--- config.mk ---
export PLATFORM = sky130hd
export DESIGN_NAME = charger_status_led_sequencer
export DESIGN_NICKNAME = d
export VERILOG_FILES = /design/src/hdl/status_led_pkg.sv /design/src/hdl/charger_status_led_sequencer.sv
export SDC_FILE = /design/constraint.sdc
export NUM_CORES = 1
export LEC_CHECK = 0
export ABC_AREA = 1
export BUFFER_PORTS_ARGS = -buffer_cell sky130_fd_sc_hd__buf_4
export CORE_MARGIN = 1
export CORE_UTILIZATION = 44
export CTS_BUF_LIST = sky130_fd_sc_hd__clkbuf_4 sky130_fd_sc_hd__clkbuf_8 sky130_fd_sc_hd__clkbuf_16
export DETAILED_ROUTE_END_ITERATION = 8
export PLACE_DENSITY_LB_ADDON = 0.12
export SYNTH_ARGS = -nofsm -noshare
export SYNTH_HDL_FRONTEND = slang
export SYNTH_SLANG_ARGS = --single-unit
--- constraint.sdc ---
create_clock -name i_clk -period 1.4 [get_ports i_clk]
set_clock_uncertainty 0.05 [all_clocks]
set_input_delay 0.14 -clock i_clk [delete_from_list [all_inputs] [get_ports i_clk]]
set_output_delay 0.14 -clock i_clk [all_outputs]
set_load 0.02 [all_outputs]
--- src/hdl/status_led_pkg.sv ---
// constants and types for the charger status indicator
package status_led_pkg;
    // ----------------------------------------
    // timing
    // ----------------------------------------
    localparam int unsigned CLK_HZ = 125_000_000;
    localparam int unsigned FAST_HZ = 5;
    localparam int unsigned SLOW_HZ = 1;
    // half period counts in clock cycles
    localparam int unsigned FAST_HALF_CYC = CLK_HZ / (2 * FAST_HZ);
    localparam int unsigned SLOW_HALF_CYC = CLK_HZ / (2 * SLOW_HZ);
    // flash code: on and off slots at fast half period, pause in slots
    localparam int unsigned FLASH_PAUSE_SLOTS = 6;

    // ----------------------------------------
    // operating states from the charging state machine
    // ----------------------------------------
    typedef enum logic [3:0] {
        OP_INACTIVE = 4'h0,
        OP_PREHEAT = 4'h1,
        OP_WAIT_ENABLE = 4'h2,
        OP_WAIT_CABLE = 4'h3,
        OP_WAIT_VEHICLE = 4'h4,
        OP_CHARGING = 4'h5,
        OP_EMERG_UNLOCK = 4'h6,
        OP_NET_CONFIG = 4'h7,
        OP_LINK_DOWN = 4'h8,
        OP_WAIT_CLIENT = 4'h9,
        OP_IN_OPERATION = 4'hA,
        OP_NO_FIRMWARE = 4'hB
    } op_state_t;

    // ----------------------------------------
    // fault bit positions, lowest bit has highest priority
    // ----------------------------------------
    localparam int unsigned FAULT_W = 7;
    localparam int unsigned FLT_PILOT_SHORT = 0;
    localparam int unsigned FLT_PILOT_INVALID = 1;
    localparam int unsigned FLT_RCCB = 2;
    localparam int unsigned FLT_LINE_PROT = 3;
    localparam int unsigned FLT_TEMP = 4;
    localparam int unsigned FLT_HUMIDITY = 5;
    localparam int unsigned FLT_CABLE = 6;

    typedef enum logic [1:0] {
        PAT_OFF,
        PAT_STEADY,
        PAT_FAST,
        PAT_SLOW
    } pattern_t;
endpackage

--- src/hdl/charger_status_led_sequencer.sv ---
// status led sequencer for the charging controller
`timescale 1ns/1ps
// Functional notes
// network client waits for answer between requests
// one led, orange is red plus green
// dark while inactive or powering up
// standalone preheating: orange blink 5 Hz
// standalone waiting enable: orange blink 1 Hz
// standalone awaiting cable: green blink 5 Hz
// standalone awaiting vehicle: green blink 1 Hz
// steady green charging or managed operating
// standalone emergency unlocking: red blink 5 Hz
// identify mode: red/green alternate 1 Hz
// managed network configuration: red blink 5 Hz
// managed link down: red blink 1 Hz
// managed waiting client: green blink 1 Hz
// pilot short one flash, invalid two
// rccb three flashes, line switch four
// temperature five flashes, humidity six
// wrong cable seven red flashes
// managed no firmware: steady orange
// station signals current limit and readiness
// vehicle signals its charging state
// fault flash code overrides, repeats while present; the code flashes in standalone only
// all rates from one prescaler
module charger_status_led_sequencer #(
    parameter int unsigned FAST_HALF = status_led_pkg::FAST_HALF_CYC,
    parameter int unsigned SLOW_HALF = status_led_pkg::SLOW_HALF_CYC
) (
    input wire logic i_clk,
    input wire logic i_rst_b,
    input wire logic i_managed,
    input wire status_led_pkg::op_state_t i_op_state,
    input wire logic [status_led_pkg::FAULT_W-1:0] i_fault,
    input wire logic [status_led_pkg::FAULT_W-1:0] i_fault_monitor_en,
    input wire logic i_identify,
    output logic o_led_red,
    output logic o_led_green
);
    import status_led_pkg::*;

    localparam int FW = $clog2(FAST_HALF + 1);
    localparam int RATIO = (SLOW_HALF + FAST_HALF - 1) / FAST_HALF;
    localparam int RW = $clog2(RATIO + 1);
    localparam logic [FW-1:0] FAST_LAST = FW'(FAST_HALF - 1);
    localparam logic [RW-1:0] RATIO_LAST = RW'(RATIO - 1);
    localparam logic [4:0] PAUSE_SLOTS = 5'(FLASH_PAUSE_SLOTS);

    // ----------------------------------------
    // prescaler: fast tick every fast half period
    // ----------------------------------------
    logic [FW-1:0] pre_q, pre_d;
    logic [RW-1:0] div_q, div_d;
    logic fast_ph_q, fast_ph_d;
    logic slow_ph_q, slow_ph_d;
    logic tick;

    // slow phase flips every RATIO fast ticks, exact when SLOW_HALF is a multiple of FAST_HALF
    always_comb begin
        tick = (pre_q == FAST_LAST);
        pre_d = tick ? '0 : pre_q + FW'(1);
        div_d = div_q;
        fast_ph_d = fast_ph_q;
        slow_ph_d = slow_ph_q;
        if (tick) begin
            fast_ph_d = ~fast_ph_q;
            if (div_q == RATIO_LAST) begin
                div_d = '0;
                slow_ph_d = ~slow_ph_q;
            end else begin
                div_d = div_q + RW'(1);
            end
        end
    end

    always_ff @(posedge i_clk) begin
        if (!i_rst_b) begin
            pre_q <= '0;
            div_q <= '0;
            fast_ph_q <= 1'b0;
            slow_ph_q <= 1'b0;
        end else begin
            pre_q <= pre_d;
            div_q <= div_d;
            fast_ph_q <= fast_ph_d;
            slow_ph_q <= slow_ph_d;
        end
    end

    // ----------------------------------------
    // fault selection, lowest index first
    // ----------------------------------------
    logic [FAULT_W-1:0] fault_act;
    logic fault_any;
    logic [2:0] fault_cnt;

    always_comb begin
        // flash codes exist only in the standalone variant
        fault_act = i_managed ? '0 : (i_fault & i_fault_monitor_en);
        fault_any = |fault_act;
        fault_cnt = 3'h0;
        for (int i = FAULT_W - 1; i >= 0; i--) begin
            if (fault_act[i]) begin
                fault_cnt = 3'(i + 1);
            end
        end
    end

    // ----------------------------------------
    // flash burst sequencer, one slot per fast tick
    // ----------------------------------------
    typedef enum logic [1:0] {
        FS_IDLE,
        FS_ON,
        FS_OFF,
        FS_PAUSE
    } flash_st_t;

    // left_q: flashes still to show in this burst
    flash_st_t fst_q, fst_d;
    logic [2:0] left_q, left_d;
    logic [4:0] pcnt_q, pcnt_d;

    always_comb begin
        fst_d = fst_q;
        left_d = left_q;
        pcnt_d = pcnt_q;
        case (fst_q)
            FS_IDLE: begin
                if (fault_any && tick) begin
                    fst_d = FS_ON;
                    left_d = fault_cnt;
                end
            end
            FS_ON: begin
                if (tick) begin
                    fst_d = FS_OFF;
                    left_d = left_q - 3'h1;
                end
            end
            FS_OFF: begin
                if (tick) begin
                    if (left_q == 3'h0) begin
                        fst_d = FS_PAUSE;
                        pcnt_d = '0;
                    end else begin
                        fst_d = FS_ON;
                    end
                end
            end
            FS_PAUSE: begin
                if (tick) begin
                    if (pcnt_q == PAUSE_SLOTS - 5'h1) begin
                        // straight into the next burst: gap is one off slot plus the pause
                        fst_d = FS_ON;
                        left_d = fault_cnt;
                    end else begin
                        pcnt_d = pcnt_q + 5'h1;
                    end
                end
            end
            default: fst_d = FS_IDLE;
        endcase
        if (!fault_any) begin
            fst_d = FS_IDLE;
        end
    end

    always_ff @(posedge i_clk) begin
        if (!i_rst_b) begin
            fst_q <= FS_IDLE;
            left_q <= 3'h0;
            pcnt_q <= 5'h0;
        end else begin
            fst_q <= fst_d;
            left_q <= left_d;
            pcnt_q <= pcnt_d;
        end
    end

    // ----------------------------------------
    // pattern selection and led drive
    // ----------------------------------------
    logic red_d;
    logic green_d;
    logic red_q;
    logic green_q;
    logic cr;
    logic cg;
    pattern_t pat;

    always_comb begin
        cr = 1'b0;
        cg = 1'b0;
        pat = PAT_OFF;
        // codes foreign to the selected variant leave the led dark
        if (!i_managed) begin
            case (i_op_state)
                OP_PREHEAT: begin
                    cr = 1'b1;
                    cg = 1'b1;
                    pat = PAT_FAST;
                end
                OP_WAIT_ENABLE: begin
                    cr = 1'b1;
                    cg = 1'b1;
                    pat = PAT_SLOW;
                end
                OP_WAIT_CABLE: begin
                    cg = 1'b1;
                    pat = PAT_FAST;
                end
                OP_WAIT_VEHICLE: begin
                    cg = 1'b1;
                    pat = PAT_SLOW;
                end
                OP_CHARGING: begin
                    cg = 1'b1;
                    pat = PAT_STEADY;
                end
                OP_EMERG_UNLOCK: begin
                    cr = 1'b1;
                    pat = PAT_FAST;
                end
                default: pat = PAT_OFF;
            endcase
        end else begin
            case (i_op_state)
                OP_NET_CONFIG: begin
                    cr = 1'b1;
                    pat = PAT_FAST;
                end
                OP_LINK_DOWN: begin
                    cr = 1'b1;
                    pat = PAT_SLOW;
                end
                OP_WAIT_CLIENT: begin
                    cg = 1'b1;
                    pat = PAT_SLOW;
                end
                OP_IN_OPERATION: begin
                    cg = 1'b1;
                    pat = PAT_STEADY;
                end
                OP_NO_FIRMWARE: begin
                    cr = 1'b1;
                    cg = 1'b1;
                    pat = PAT_STEADY;
                end
                default: pat = PAT_OFF;
            endcase
        end
    end

    // ----------------------------------------
    // led drive, fault over identify over state
    // ----------------------------------------
    always_comb begin
        case (pat)
            PAT_STEADY: begin
                red_d = cr;
                green_d = cg;
            end
            PAT_FAST: begin
                red_d = cr & fast_ph_q;
                green_d = cg & fast_ph_q;
            end
            PAT_SLOW: begin
                red_d = cr & slow_ph_q;
                green_d = cg & slow_ph_q;
            end
            default: begin
                red_d = 1'b0;
                green_d = 1'b0;
            end
        endcase

        // identify ignored while the state is OP_INACTIVE
        if (i_identify && i_op_state != OP_INACTIVE) begin
            red_d = slow_ph_q;
            green_d = ~slow_ph_q;
        end
        if (fault_any) begin
            red_d = (fst_q == FS_ON);
            green_d = 1'b0;
        end
    end

    always_ff @(posedge i_clk) begin
        if (!i_rst_b) begin
            red_q <= 1'b0;
            green_q <= 1'b0;
        end else begin
            red_q <= red_d;
            green_q <= green_d;
        end
    end

    // orange shows as both outputs lit
    assign o_led_red = red_q;
    assign o_led_green = green_q;
endmodule

* After elaboration in Yosys (flattened, before gate mapping) *
Index checks and enable logic that the tools add are counted.
W data, S select, Z words.

operators by class
  add/subtract/negate cells = 4
  $mul = 0
  div/mod/pow operators = 0
  order comparisons = 0
  eq/ne operators = 27
  shift operators = 0
  muxes and demuxes = 40
  bitwise gates (word level) = 8
  reduce and logical (&&, ||, !) cells = 23

operators with widths
  kind                     number
  $mux W3                  12
  $add A24 B1 Y24 const B  1
  $eq A24 B24 Y1 const B   1
  $mux W5                  4
  $eq A4 B3 Y1 const B     4
  $eq A4 B4 Y1 const B     4
  $reduce_and A5 Y1        3
  $mux W2                  7
  $ne A2 B2 Y1 const B     7
  $pmux W2 S3              2
  $reduce_or A3 Y1         4
  $pmux W5 S2              1
  $mux W1                  9
  $pmux W3 S3              1
  $eq A2 B2 Y1 const B     4
  $eq A4 B2 Y1 const B     2
  $pmux W2 S4              1
  $reduce_or A2 Y1         4
  $reduce_or A8 Y1         1
  $and A7 B7 Y7            1
  $mux W7                  1
  $reduce_or A7 Y1         1
  $pmux W1 S3              2
  $add A5 B1 Y5 const B    1
  other kinds (16)         24

storage, ports and cells
  bits in registers = 41
  latch bits = 0
  RAM bits = 0
  memory bits (read-only) = 0
  input port bits = 22
  output and inout bits = 2
  logic and storage cells = 111
  memories kept = 0

* Longest topological paths before layout *
Gate-level depths: netlist (run 1).

  word-level depth = 12
  gate-level depth with buffers = 12
  mapped depth without buffers = 12

* Worst setup path after synthesis (run 1) *
No wires, ideal clock.

  kind = register to register
  start point = reg pre_q[0]
  end point = reg fst_q[1]
  library setup time = 0.113 ns
  arrival time = 1.431 ns
  data required time = 1.237 ns
  slack = -0.194 ns
  stages on the path, launching flop included = 11
  path buffers = 0
  clock period less this slack = 1.594 ns
  cell sequence = dfxtp_1 > ha_1 > nand3_1 > nor2_4 > nand2_1 > nor2_2 > nand2_1 > nand2_2 > nand3_2 > o21ai_1 > nor2_1

between the ends
  cells in the longest elaborated chain, start to end = 4
  elaborated cells on any way between the ends = 7
  classes of those cells = 5 x eq/ne; 2 x reduce/logical

RTL lines
  what                           line                                 RTL
  start, declared                charger_status_led_sequencer.sv:52   logic [FW-1:0] pre_q, pre_d;
  start signal, assigned         charger_status_led_sequencer.sv:83   pre_q <= pre_d;
  $eq A24 B24 Y1 *               charger_status_led_sequencer.sv:60   tick = (pre_q == FAST_LAST);
  $logic_and A1 B1 Y1            charger_status_led_sequencer.sv:130  if (fault_any && tick) begin
  $ne A2 B2 Y1 (no line)         -
  $reduce_and A5 Y1 (no line) *  -
  end signal, assigned           charger_status_led_sequencer.sv:175  fst_q <= fst_d;
  end, declared                  charger_status_led_sequencer.sv:120  flash_st_t fst_q, fst_d;

Mark *: on every way between the ends. The rest lies on a longest branch, timed or not.
A chain may end at the register's enable or synchronous reset.

* Worst setup path in the final report (run 1) *
Ends and elaborated chain as after synthesis.

==> results.py, run 1 <==
metrics = {
    "die": {
        "ioPinCount": 24,
        "start_util": 0.4565,
        "die_area_um2": 6459,
        "die_y_um": 80.37,
        "num_rows": 28,
        "die_width_um": 80.37,
        "core_um2": 5921,
    },
    "worst_setup_path": {
        "r2r_cells": 10,
        "crit_type": "reg -> reg",
        "critPathArrivalTime_ps": 1760,
        "worstPathMaxFanout": 4,
        "start_kind": "flip-flop",
        "r2r-end": "fst_q[1]$_SDFFE_PN0P_",
        "regToRegStartpoint": "pre_q[0]$_SDFF_PP0_",
        "cp-end-kind": "flip-flop",
        "required_ps": 1560,
        "rrSetupSlack_ps": -200,
    },
    "synthesis": {
        "ys_seq_area_frac": 0.3037,
        "syn_avg_cell_area_um2": 6.576,
        "netlist-cell-type-count": 41,
        "synth_area_um2": 2703,
        "syn-num-nets": 446,
        "synth_cells": 411,
        "ys_ff_latch": 41,
        "yosys_warnings": 0,
    },
    "routing": {
        "vias_per_cell": 5.031,
        "first_iter_violations": 86,
        "drc": 0,
        "wl_per_cell_um": 13.28,
        "wl_mm": 8.048,
        "first_pass_iters": 4,
        "vias": 3049,
        "ant_nets": 0,
    },
    "sta": {
        "finalCriticalPeriod_ps": 1600,
        "fin_crit_sh": 1.143,
        "fin_ws_ps": -199.8,
        "rsz0062_at_grt": "yes",
        "finalHoldViolCount": 0,
        "setup_violations": 38,
        "clock.fmax_ghz": 0.6251,
        "worst_pin_slew_ps": 480.5,
        "whs_ps": 109.8,
        "finalMaxSlewViolations": 0,
        "slew_headroom": 0.6767,
    },
    "finish": {
        "nNetsFinal": 565,
        "post-route-util": 0.7303,
        "final_cell_mix": "buf_4, nand2_1, nor2_1",
        "diodes": 0,
        "drive_above_1_share": 0.5047,
        "syn_to_final_growth_pct": 60.00,
        "layout_commonest_cell": "buf_4",
    },
    "clock_tree": {
        "cts_buffers": 5,
        "clk_latency_ps": 310,
        "hold_buffers": 0,
        "h-tree-depth": 2,
        "clock_sinks": 41,
        "cts_buffer_depth": 2,
        "cts_tree": "yes",
        "cts_root_buf": "clkbuf_8",
        "clkSlewWorstSetupHoldPaths_ps": 80,
    },
    "placement": {
        "port_buffers": 23,
        "place_congestion": 0.8720,
        "dp_hpwl_mm": 5.377,
    },
    "status": {
        "status": "complete, but fails checks",
        "violations": "setup timing",
    },
    "pwr": {
        "worst_ir_drop_vdd_v": 0.0004926,
        "combPwrFrac": 0.100,
        "p_per_area_nw_per_um2": 573.9,
        "clockPowerShare": 0.427,
        "intPower_mw": 1.884,
        "swShare": 0.2410,
        "p_sw_mw": 0.5979,
        "p_seq_frac": 0.473,
        "p_leak_nw": 1.884,
    },
    "run": {
        "cap_violations": 0,
    },
    "global_routing": {
        "grt_pass1_vias": 2808,
        "grt_max_degree": 13,
        "gr-total-overflow": 0,
        "gr-usage-all-layers": 0.2444,
        "antenna_found_initial": 0,
        "grt_pass1_wl_mm": 12.18,
    },
    "min_path": {
        "hold_end": "left_q[0]$_SDFFE_PN0P_",
        "hold_path.class": "in -> reg",
        "min_from": "i_rst_b",
        "hold_depth": 3,
    },
}
critical path, stage by stage (launching register included):
cell	delay [ps]
dfxtp_2	360
ha_4	170
nand2_4	70
nor2_2	110
nand3_1	120
nor2_1	110
nand3_1	110
nand2_2	120
nand3_2	110
o21ai_1	130
nor2_1	40
power by group through the flow:
| stage | Clock (mW) | Sequential, mW | Combinational (mW) |
|---|---|---|---|
| final | 1.06 | 1.17 | 0.248 |
| after global routing | 1.10 | 1.18 | 0.277 |
| after CTS | 1.06 | 1.18 | 0.237 |
| after detailed placement | 0 | 1.21 | 0.226 |
| after global placement | 0 | 1.21 | 0.223 |
| after floorplan | 0 | 1.22 | 0.120 |
Yosys cell counts, drive strengths merged:
| library cell | count | area [um2] |
|---|---|---|
| nand3 | 31 | 190.2 |
| clkinv | 1 | 5.000 |
| o211ai | 1 | 7.510 |
| a31oi | 1 | 6.260 |
| o21a | 3 | 22.52 |
| nand2 | 99 | 401.6 |
| mux2 | 1 | 11.26 |
| ha | 13 | 162.7 |
| inv | 61 | 229.0 |
| or2 | 3 | 18.77 |
| xnor2 | 1 | 8.760 |
| or3 | 1 | 6.260 |
| nor3b | 2 | 20.02 |
| a21boi | 1 | 7.510 |
| nand4 | 10 | 62.56 |
| nor4 | 4 | 25.02 |
| nor2 | 71 | 299.0 |
| a21oi | 22 | 110.1 |
| dfxtp | 41 | 820.8 |
| xor2 | 8 | 70.07 |
| o21ai | 18 | 97.60 |
| o22ai | 1 | 6.260 |
| nand3b | 1 | 7.510 |
| nor3 | 9 | 61.31 |
| a211oi | 2 | 15.01 |
| buf | 3 | 17.52 |
| a31o | 1 | 8.760 |
| clkbuf | 1 | 3.750 |
worst max-delay path by stage:
| stage | start | to | slack, ps | cells after the start |
|---|---|---|---|---|
| floorplan | pre_q[1]$_SDFF_PP0_ | pre_q[20]$_SDFF_PP0_ | -110 | 10 |
| global placement | pre_q[7]$_SDFF_PP0_ | pre_q[18]$_SDFF_PP0_ | -150 | 8 |
| detailed placement | pre_q[8]$_SDFF_PP0_ | left_q[0]$_SDFFE_PN0P_ | -210 | 10 |
| CTS | pre_q[8]$_SDFF_PP0_ | pre_q[18]$_SDFF_PP0_ | -120 | 8 |
| global route | pre_q[0]$_SDFF_PP0_ | left_q[2]$_SDFFE_PN0P_ | -300 | 11 |
| finish | pre_q[0]$_SDFF_PP0_ | fst_q[1]$_SDFFE_PN0P_ | -200 | 10 |
metrics by stage:
step / instances / setup WS [ps] / total power [mW] / TNS (ps) / cell area [um2]
floorplan: 411 / -114.0 / 1.337 / -423.6 / 2798
global placement: 581 / -153.2 / 1.437 / -2667 / 3618
detailed placement: 581 / -211.1 / 1.441 / -4392 / 3618
CTS: 598 / -121.7 / 2.479 / -1932 / 3994
global route: 606 / -301.4 / 2.557 / -7555 / 4324
finish: 606 / -199.8 / 2.481 / -4780 / 4324
area by class of cell:
class	count	area, um2
Multi-Input combinational cell	304	2051
Fill cell	448	1597
Timing Repair Buffer	116	944.7
Sequential cell	41	869.6
Inverter	62	245.2
Tap cell	75	93.84
Clock buffer	7	90.09
Clock inverter	1	30.03
logic make-up after synthesis:
family | share of synthesized area
xor gates and xnor gates | 0.02917
and+or+nand+nor | 0.4042
muxes | 0.004166
AOI/OAI and AO/OA | 0.1042
adders and majority gates | 0.06019
DFF | 0.3037
buffers and inverters | 0.09444
sequential cells by signal, summed over array words and instances, names as in the netlist:
signal       count
div_q            3
fast_ph_q        1
fst_q            2
left_q           3
o_led_green      1
o_led_red        1
pcnt_q           5
pre_q           24
slow_ph_q        1
layer usage:
metal / global-route usage / up-vias / part of all wire
met2: 0.4331 / 74 / 0.50
met4: 0.09107 / 0 / 0.030
li1: - / 1554 / -
met3: 0.04432 / 22 / 0.039
met1: 0.2900 / 1399 / 0.43
met5: 0 / - / 0
timing repair:
| item | 4_1_cts | 5_1_grt |
|---|---|---|
| gates resized for setup | 68 | 73 |
| pin swaps | 32 | 37 |
| endpoints found under the setup margin | 39 | 39 |
| buffers inserted | 9 | 10 |
(Power assumes the default switching activity.)
==> run 2: changes to the inputs <==
- BUFFER_PORTS_ARGS: -buffer_cell sky130_fd_sc_hd__buf_4 -> default
- DONT_BUFFER_PORTS: default -> 1
- REMOVE_ABC_BUFFERS: default -> 1
- clock period: 1.4 -> 1.6 ns (I/O delays scaled with it)
==> results.py, run 2 (synthesized netlist as in run 1, its figures left out) <==
metrics = {
    "routing": {
        "vias": 2655,
        "ant_nets": 0,
        "first_iter_violations": 78,
        "vias_per_cell": 5.000,
        "drc": 0,
        "wl_per_cell_um": 11.71,
        "wl_mm": 6.218,
        "first_pass_iters": 4,
    },
    "placement": {
        "dp_hpwl_mm": 4.729,
        "place_area_um2": 3045,
        "place_congestion": 0.8834,
        "port_buffers": 0,
    },
    "finish": {
        "top_register": "pre_q",
        "final_area_um2": 3344,
        "diodes": 0,
        "nNetsFinal": 492,
        "syn_to_final_growth_pct": 23.75,
        "largest_reg_flops": 24,
        "drive_above_1_share": 0.2763,
        "layout_commonest_cell": "nand2_1",
        "post-route-util": 0.5649,
        "reg_top3": "pre_q (24), pcnt_q (5)",
        "final_cell_mix": "nand2_1, nor2_1, inv_1",
        "nFillCells": 599,
    },
    "worst_setup_path": {
        "start_kind": "flip-flop",
        "r2r-end": "left_q[0]$_SDFFE_PN0P_",
        "regToRegStartpoint": "pre_q[1]$_SDFF_PP0_",
        "worstPathMaxFanout": 6,
        "required_ps": 1740,
        "crit_type": "reg -> reg",
        "critPathArrivalTime_ps": 1700,
        "critical_path.startpoint": "pre_q[1]$_SDFF_PP0_",
        "rrSetupSlack_ps": 30,
        "r2r_cells": 10,
        "cp-end-kind": "flip-flop",
    },
    "die": {
        "die_area_um2": 6459,
        "num_rows": 28,
        "start_util": 0.4565,
        "ioPinCount": 24,
        "die_y_um": 80.37,
        "core_um2": 5921,
        "die_width_um": 80.37,
    },
    "clock_tree": {
        "h-tree-depth": 2,
        "cts_root_buf": "clkbuf_8",
        "cts_tree": "yes",
        "clock_sinks": 41,
        "clk_latency_ps": 290,
        "cts_buffers": 5,
        "clkSlewWorstSetupHoldPaths_ps": 70,
        "cts_buffer_depth": 2,
    },
    "global_routing": {
        "grt_pass1_wl_mm": 10.29,
        "grt_pass1_vias": 2429,
        "gr-usage-all-layers": 0.2036,
        "gr-total-overflow": 0,
        "antenna_found_initial": 0,
        "grt_max_degree": 12,
    },
    "sta": {
        "finalCriticalPeriod_ps": 1566,
        "finalMaxSlewViolations": 0,
        "fin_crit_sh": 0.9785,
        "fin_tns_setup_ps": 0,
        "setup_violations": 0,
        "slew_headroom": 0.7262,
        "worst_pin_slew_ps": 407.0,
        "rsz0062_at_grt": "yes",
        "clock.fmax_ghz": 0.6387,
        "finalHoldViolCount": 0,
    },
    "min_path": {
        "hold_path.class": "in -> reg",
        "hold_depth": 2,
        "hold_end": "pre_q[16]$_SDFF_PP0_",
        "min_from": "i_rst_b",
    },
    "pwr": {
        "worst_ir_drop_vdd_v": 0.0003365,
        "p_leak_nw": 1.377,
        "p_per_area_nw_per_um2": 542.4,
    },
    "run": {
        "cap_violations": 0,
    },
    "status": {
        "status": "finished clean",
    },
}
==> run 2: cell count changes in the layout (fill, tap and decap cells not counted), moves of 8 or more <==
cell,change
nor2_1,+10
buf_6,-11
buf_4,-61
dfxtp_1,+8
nand2_2,-11
nand2_1,+16
==> run 2: worst max-delay path by stage <==
| stage | end | slack (ps) | cells past startpoint |
|---|---|---|---|
| 2_1_floorplan | pre_q[8]$_SDFF_PP0_ | -40 | 8 |
| 3_3_place_gp | fst_q[1]$_SDFFE_PN0P_ | -50 | 10 |
| 3_5_place_dp | left_q[0]$_SDFFE_PN0P_ | -110 | 10 |
| 4_1_cts | div_q[2]$_SDFFE_PN0P_ | 2 | 8 |
| 5_1_grt | left_q[0]$_SDFFE_PN0P_ | -100 | 10 |
| 6_report | left_q[0]$_SDFFE_PN0P_ | 30 | 10 |
==> run 2: critical path, cell delays in order, from the launching register on <==
cell	delay [ps]
dfxtp_2	350
ha_4	150
nand3_2	130
nor2_4	140
nand2_1	70
nor2_2	120
nand2_1	80
nand2_2	110
nand3_4	100
o21ai_1	130
nor2_1	40
==> run 2: through the flow <==
stage / setup slack [ps] / power [mW] / hold slack, ps / std cells
floorplan: -37.00 / 1.156 / 230.4 / 407
global placement: -50.71 / 1.189 / 235.9 / 518
detailed placement: -107.9 / 1.191 / 241.2 / 518
CTS: 1.894 / 1.837 / 19.58 / 526
global route: -98.55 / 1.894 / 8.250 / 531
finish: 34.36 / 1.814 / 10.04 / 531
==> run 2: final cells by class <==
type                            count  area [um2]  area share
Clock buffer                        5       68.82     0.02058
Clock inverter                      1       5.005    0.001496
Inverter                           62       234.0     0.06996
Multi-Input combinational cell    304        1765      0.5279
Sequential cell                    41       844.6      0.2525
Tap cell                           75       93.84     0.02806
Timing Repair Buffer               43       332.8     0.09951
==> run 2: power breakdown <==
part / internal (mW) / leakage [nW] / total (mW) / switching [mW]
registers: 1.03 / 0.339 / 1.04 / 0.0120
clock network: 0.287 / 0.0399 / 0.633 / 0.346
logic: 0.0570 / 0.998 / 0.140 / 0.0829
total: 1.37 / 1.38 / 1.81 / 0.441
==> run 2: repair_timing <==
action / in CTS / in global routing
buffers inserted: 1 / 5
setup endpoints to repair: 29 / 35
gates resized for setup: 12 / 43
pin swaps: 5 / 14
hold buffers: 1 / 0
endpoints found under the hold margin: 12 / 0
gates cloned: 0 / 0
==> run 2: layer usage <==
metal / vias up / wire, um / track usage
met5: - / 0 / 0
met4: 0 / 69 / 0.05893
met3: 6 / 192 / 0.03750
met2: 46 / 3052 / 0.3678
met1: 1196 / 2904 / 0.2421
li1: 1407 / - / -
==> run 3: changes to the inputs <==
- CORE_UTILIZATION: 44 -> 62
==> results.py, run 3 (synthesized netlist as in run 1, its figures left out) <==
metrics = {
    "routing": {
        "first_pass_iters": 6,
        "vias": 2844,
        "vias_per_cell": 5.688,
        "wl_mm": 7.225,
        "first_iter_violations": 225,
        "wl_per_cell_um": 14.45,
        "wl_met2_mm": 3.452,
        "drc": 0,
        "ant_nets": 0,
        "dr.max_layer_used": "met4",
        "wl_met3_um": 508,
        "met1_length_mm": 3.088,
    },
    "sta": {
        "fin_crit_sh": 1.055,
        "finalHoldViolCount": 0,
        "worst_pin_slew_ps": 510.1,
        "rsz0062_at_grt": "yes",
        "clock.fmax_ghz": 0.5926,
        "whs_ps": 9.461,
        "setup_violations": 11,
        "finalMaxSlewViolations": 0,
        "fin_tns_setup_ps": -246.2,
        "finalCriticalPeriod_ps": 1688,
        "fin_ws_ps": -87.51,
        "slew_headroom": 0.6568,
    },
    "die": {
        "die_width_um": 68.02,
        "ioPinCount": 24,
        "die_area_um2": 4627,
        "num_rows": 23,
        "die_y_um": 68.02,
        "start_util": 0.6614,
        "core_um2": 4086,
    },
    "clock_tree": {
        "clock_sinks": 41,
        "clk_latency_ps": 300,
        "cts_root_buf": "clkbuf_8",
        "h-tree-depth": 2,
        "cts_tree": "yes",
        "clkSlewWorstSetupHoldPaths_ps": 80,
        "cts_buffers": 5,
        "cts_buffer_depth": 2,
    },
    "finish": {
        "reg_top3": "pre_q (24), pcnt_q (5)",
        "layout_commonest_cell": "nand2_1",
        "nNetsFinal": 486,
        "diodes": 0,
        "syn_to_final_growth_pct": 25.05,
        "final_cell_mix": "nand2_1, nor2_1, inv_1",
        "largest_reg_flops": 24,
        "drive_above_1_share": 0.3244,
        "top_register": "pre_q",
    },
    "worst_setup_path": {
        "rrSetupSlack_ps": -90,
        "crit_type": "reg -> reg",
        "regToRegStartpoint": "pre_q[1]$_SDFF_PP0_",
        "worstPathMaxFanout": 7,
        "critPathArrivalTime_ps": 1870,
        "r2r_cells": 8,
        "start_kind": "flip-flop",
        "required_ps": 1780,
        "r2r-end": "div_q[2]$_SDFFE_PN0P_",
        "cp-end-kind": "flip-flop",
    },
    "placement": {
        "port_buffers": 0,
        "place_congestion": 0.8907,
        "dp_hpwl_mm": 4.594,
        "place_ws_ps": -48.45,
    },
    "run": {
        "cap_violations": 0,
    },
    "pwr": {
        "worst_ir_drop_vdd_v": 0.0005267,
        "p_leak_nw": 1.384,
        "p_per_area_nw_per_um2": 544.8,
    },
    "global_routing": {
        "gr-total-overflow": 0,
        "grt_pass1_vias": 2311,
        "grt_pass1_wl_mm": 9.660,
        "grt_max_degree": 12,
        "gr-usage-all-layers": 0.2773,
        "antenna_found_initial": 0,
    },
    "status": {
        "status": "complete, but fails checks",
        "violations": "setup timing",
    },
    "min_path": {
        "min_from": "i_rst_b",
        "hold_depth": 2,
        "hold_end": "pcnt_q[4]$_SDFFE_PN0P_",
        "hold_path.class": "in -> reg",
    },
}
run 3: worst max-delay path, cell delays in order, from the launching register on:
cell     delay (ps)
dfxtp_2         360
ha_4            180
nand3_4          90
nor2_4          130
buf_4           130
nand3_4         120
buf_6           170
o21ai_0         190
nor3b_2         200
run 3: worst max path at each step:
| stage | from | endpoint |
|---|---|---|
| 2_1_floorplan | pre_q[0]$_SDFF_PP0_ | pre_q[8]$_SDFF_PP0_ |
| 3_3_place_gp | pre_q[0]$_SDFF_PP0_ | fst_q[1]$_SDFFE_PN0P_ |
| 3_5_place_dp | pre_q[0]$_SDFF_PP0_ | fst_q[1]$_SDFFE_PN0P_ |
| 4_1_cts | pre_q[1]$_SDFF_PP0_ | pre_q[22]$_SDFF_PP0_ |
| 5_1_grt | pre_q[1]$_SDFF_PP0_ | div_q[2]$_SDFFE_PN0P_ |
| 6_report | pre_q[1]$_SDFF_PP0_ | div_q[2]$_SDFFE_PN0P_ |
run 3: layer usage:
metal	up-vias	track usage
met5	-	0
met1	1300	0.3774
li1	1397	-
met2	122	0.4400
met3	25	0.04333
met4	0	0.09896
run 3: area by class of cell:
cell class / instances / area, um2
clock buffer: 5 / 68.82
multi-input combinational: 304 / 1843
timing repair buffer: 37 / 311.5
inverter: 62 / 236.5
tap: 50 / 62.56
fill: 252 / 706.9
clock inverter: 1 / 5.005
sequential: 41 / 852.1
run 3: stage by stage:
step	std cells	power (mW)	utilization	area, um2
CTS	493	1.826	0.7520	3073
finish	500	1.841	0.8270	3379
detailed placement	486	1.195	0.7278	2974
floorplan	407	1.156	-	2681
global placement	486	1.192	0.7278	2974
global route	500	1.899	0.8270	3379
run 3: repair_timing:
item | 4_1_cts | 5_1_grt
pin swaps | 1 | 22
hold buffers | 1 | 0
hold endpoints to repair | 12 | 0
resized for setup | 4 | 88
setup buffers | 0 | 7
setup endpoints to repair | 7 | 28
run 3: where the power goes:
| part | internal (mW) | switching [mW] | total (mW) |
|---|---|---|---|
| sequential | 1.03 | 0.0137 | 1.04 |
| clock | 0.288 | 0.358 | 0.646 |
| combinational | 0.0616 | 0.0946 | 0.156 |
| total | 1.37 | 0.466 | 1.84 |
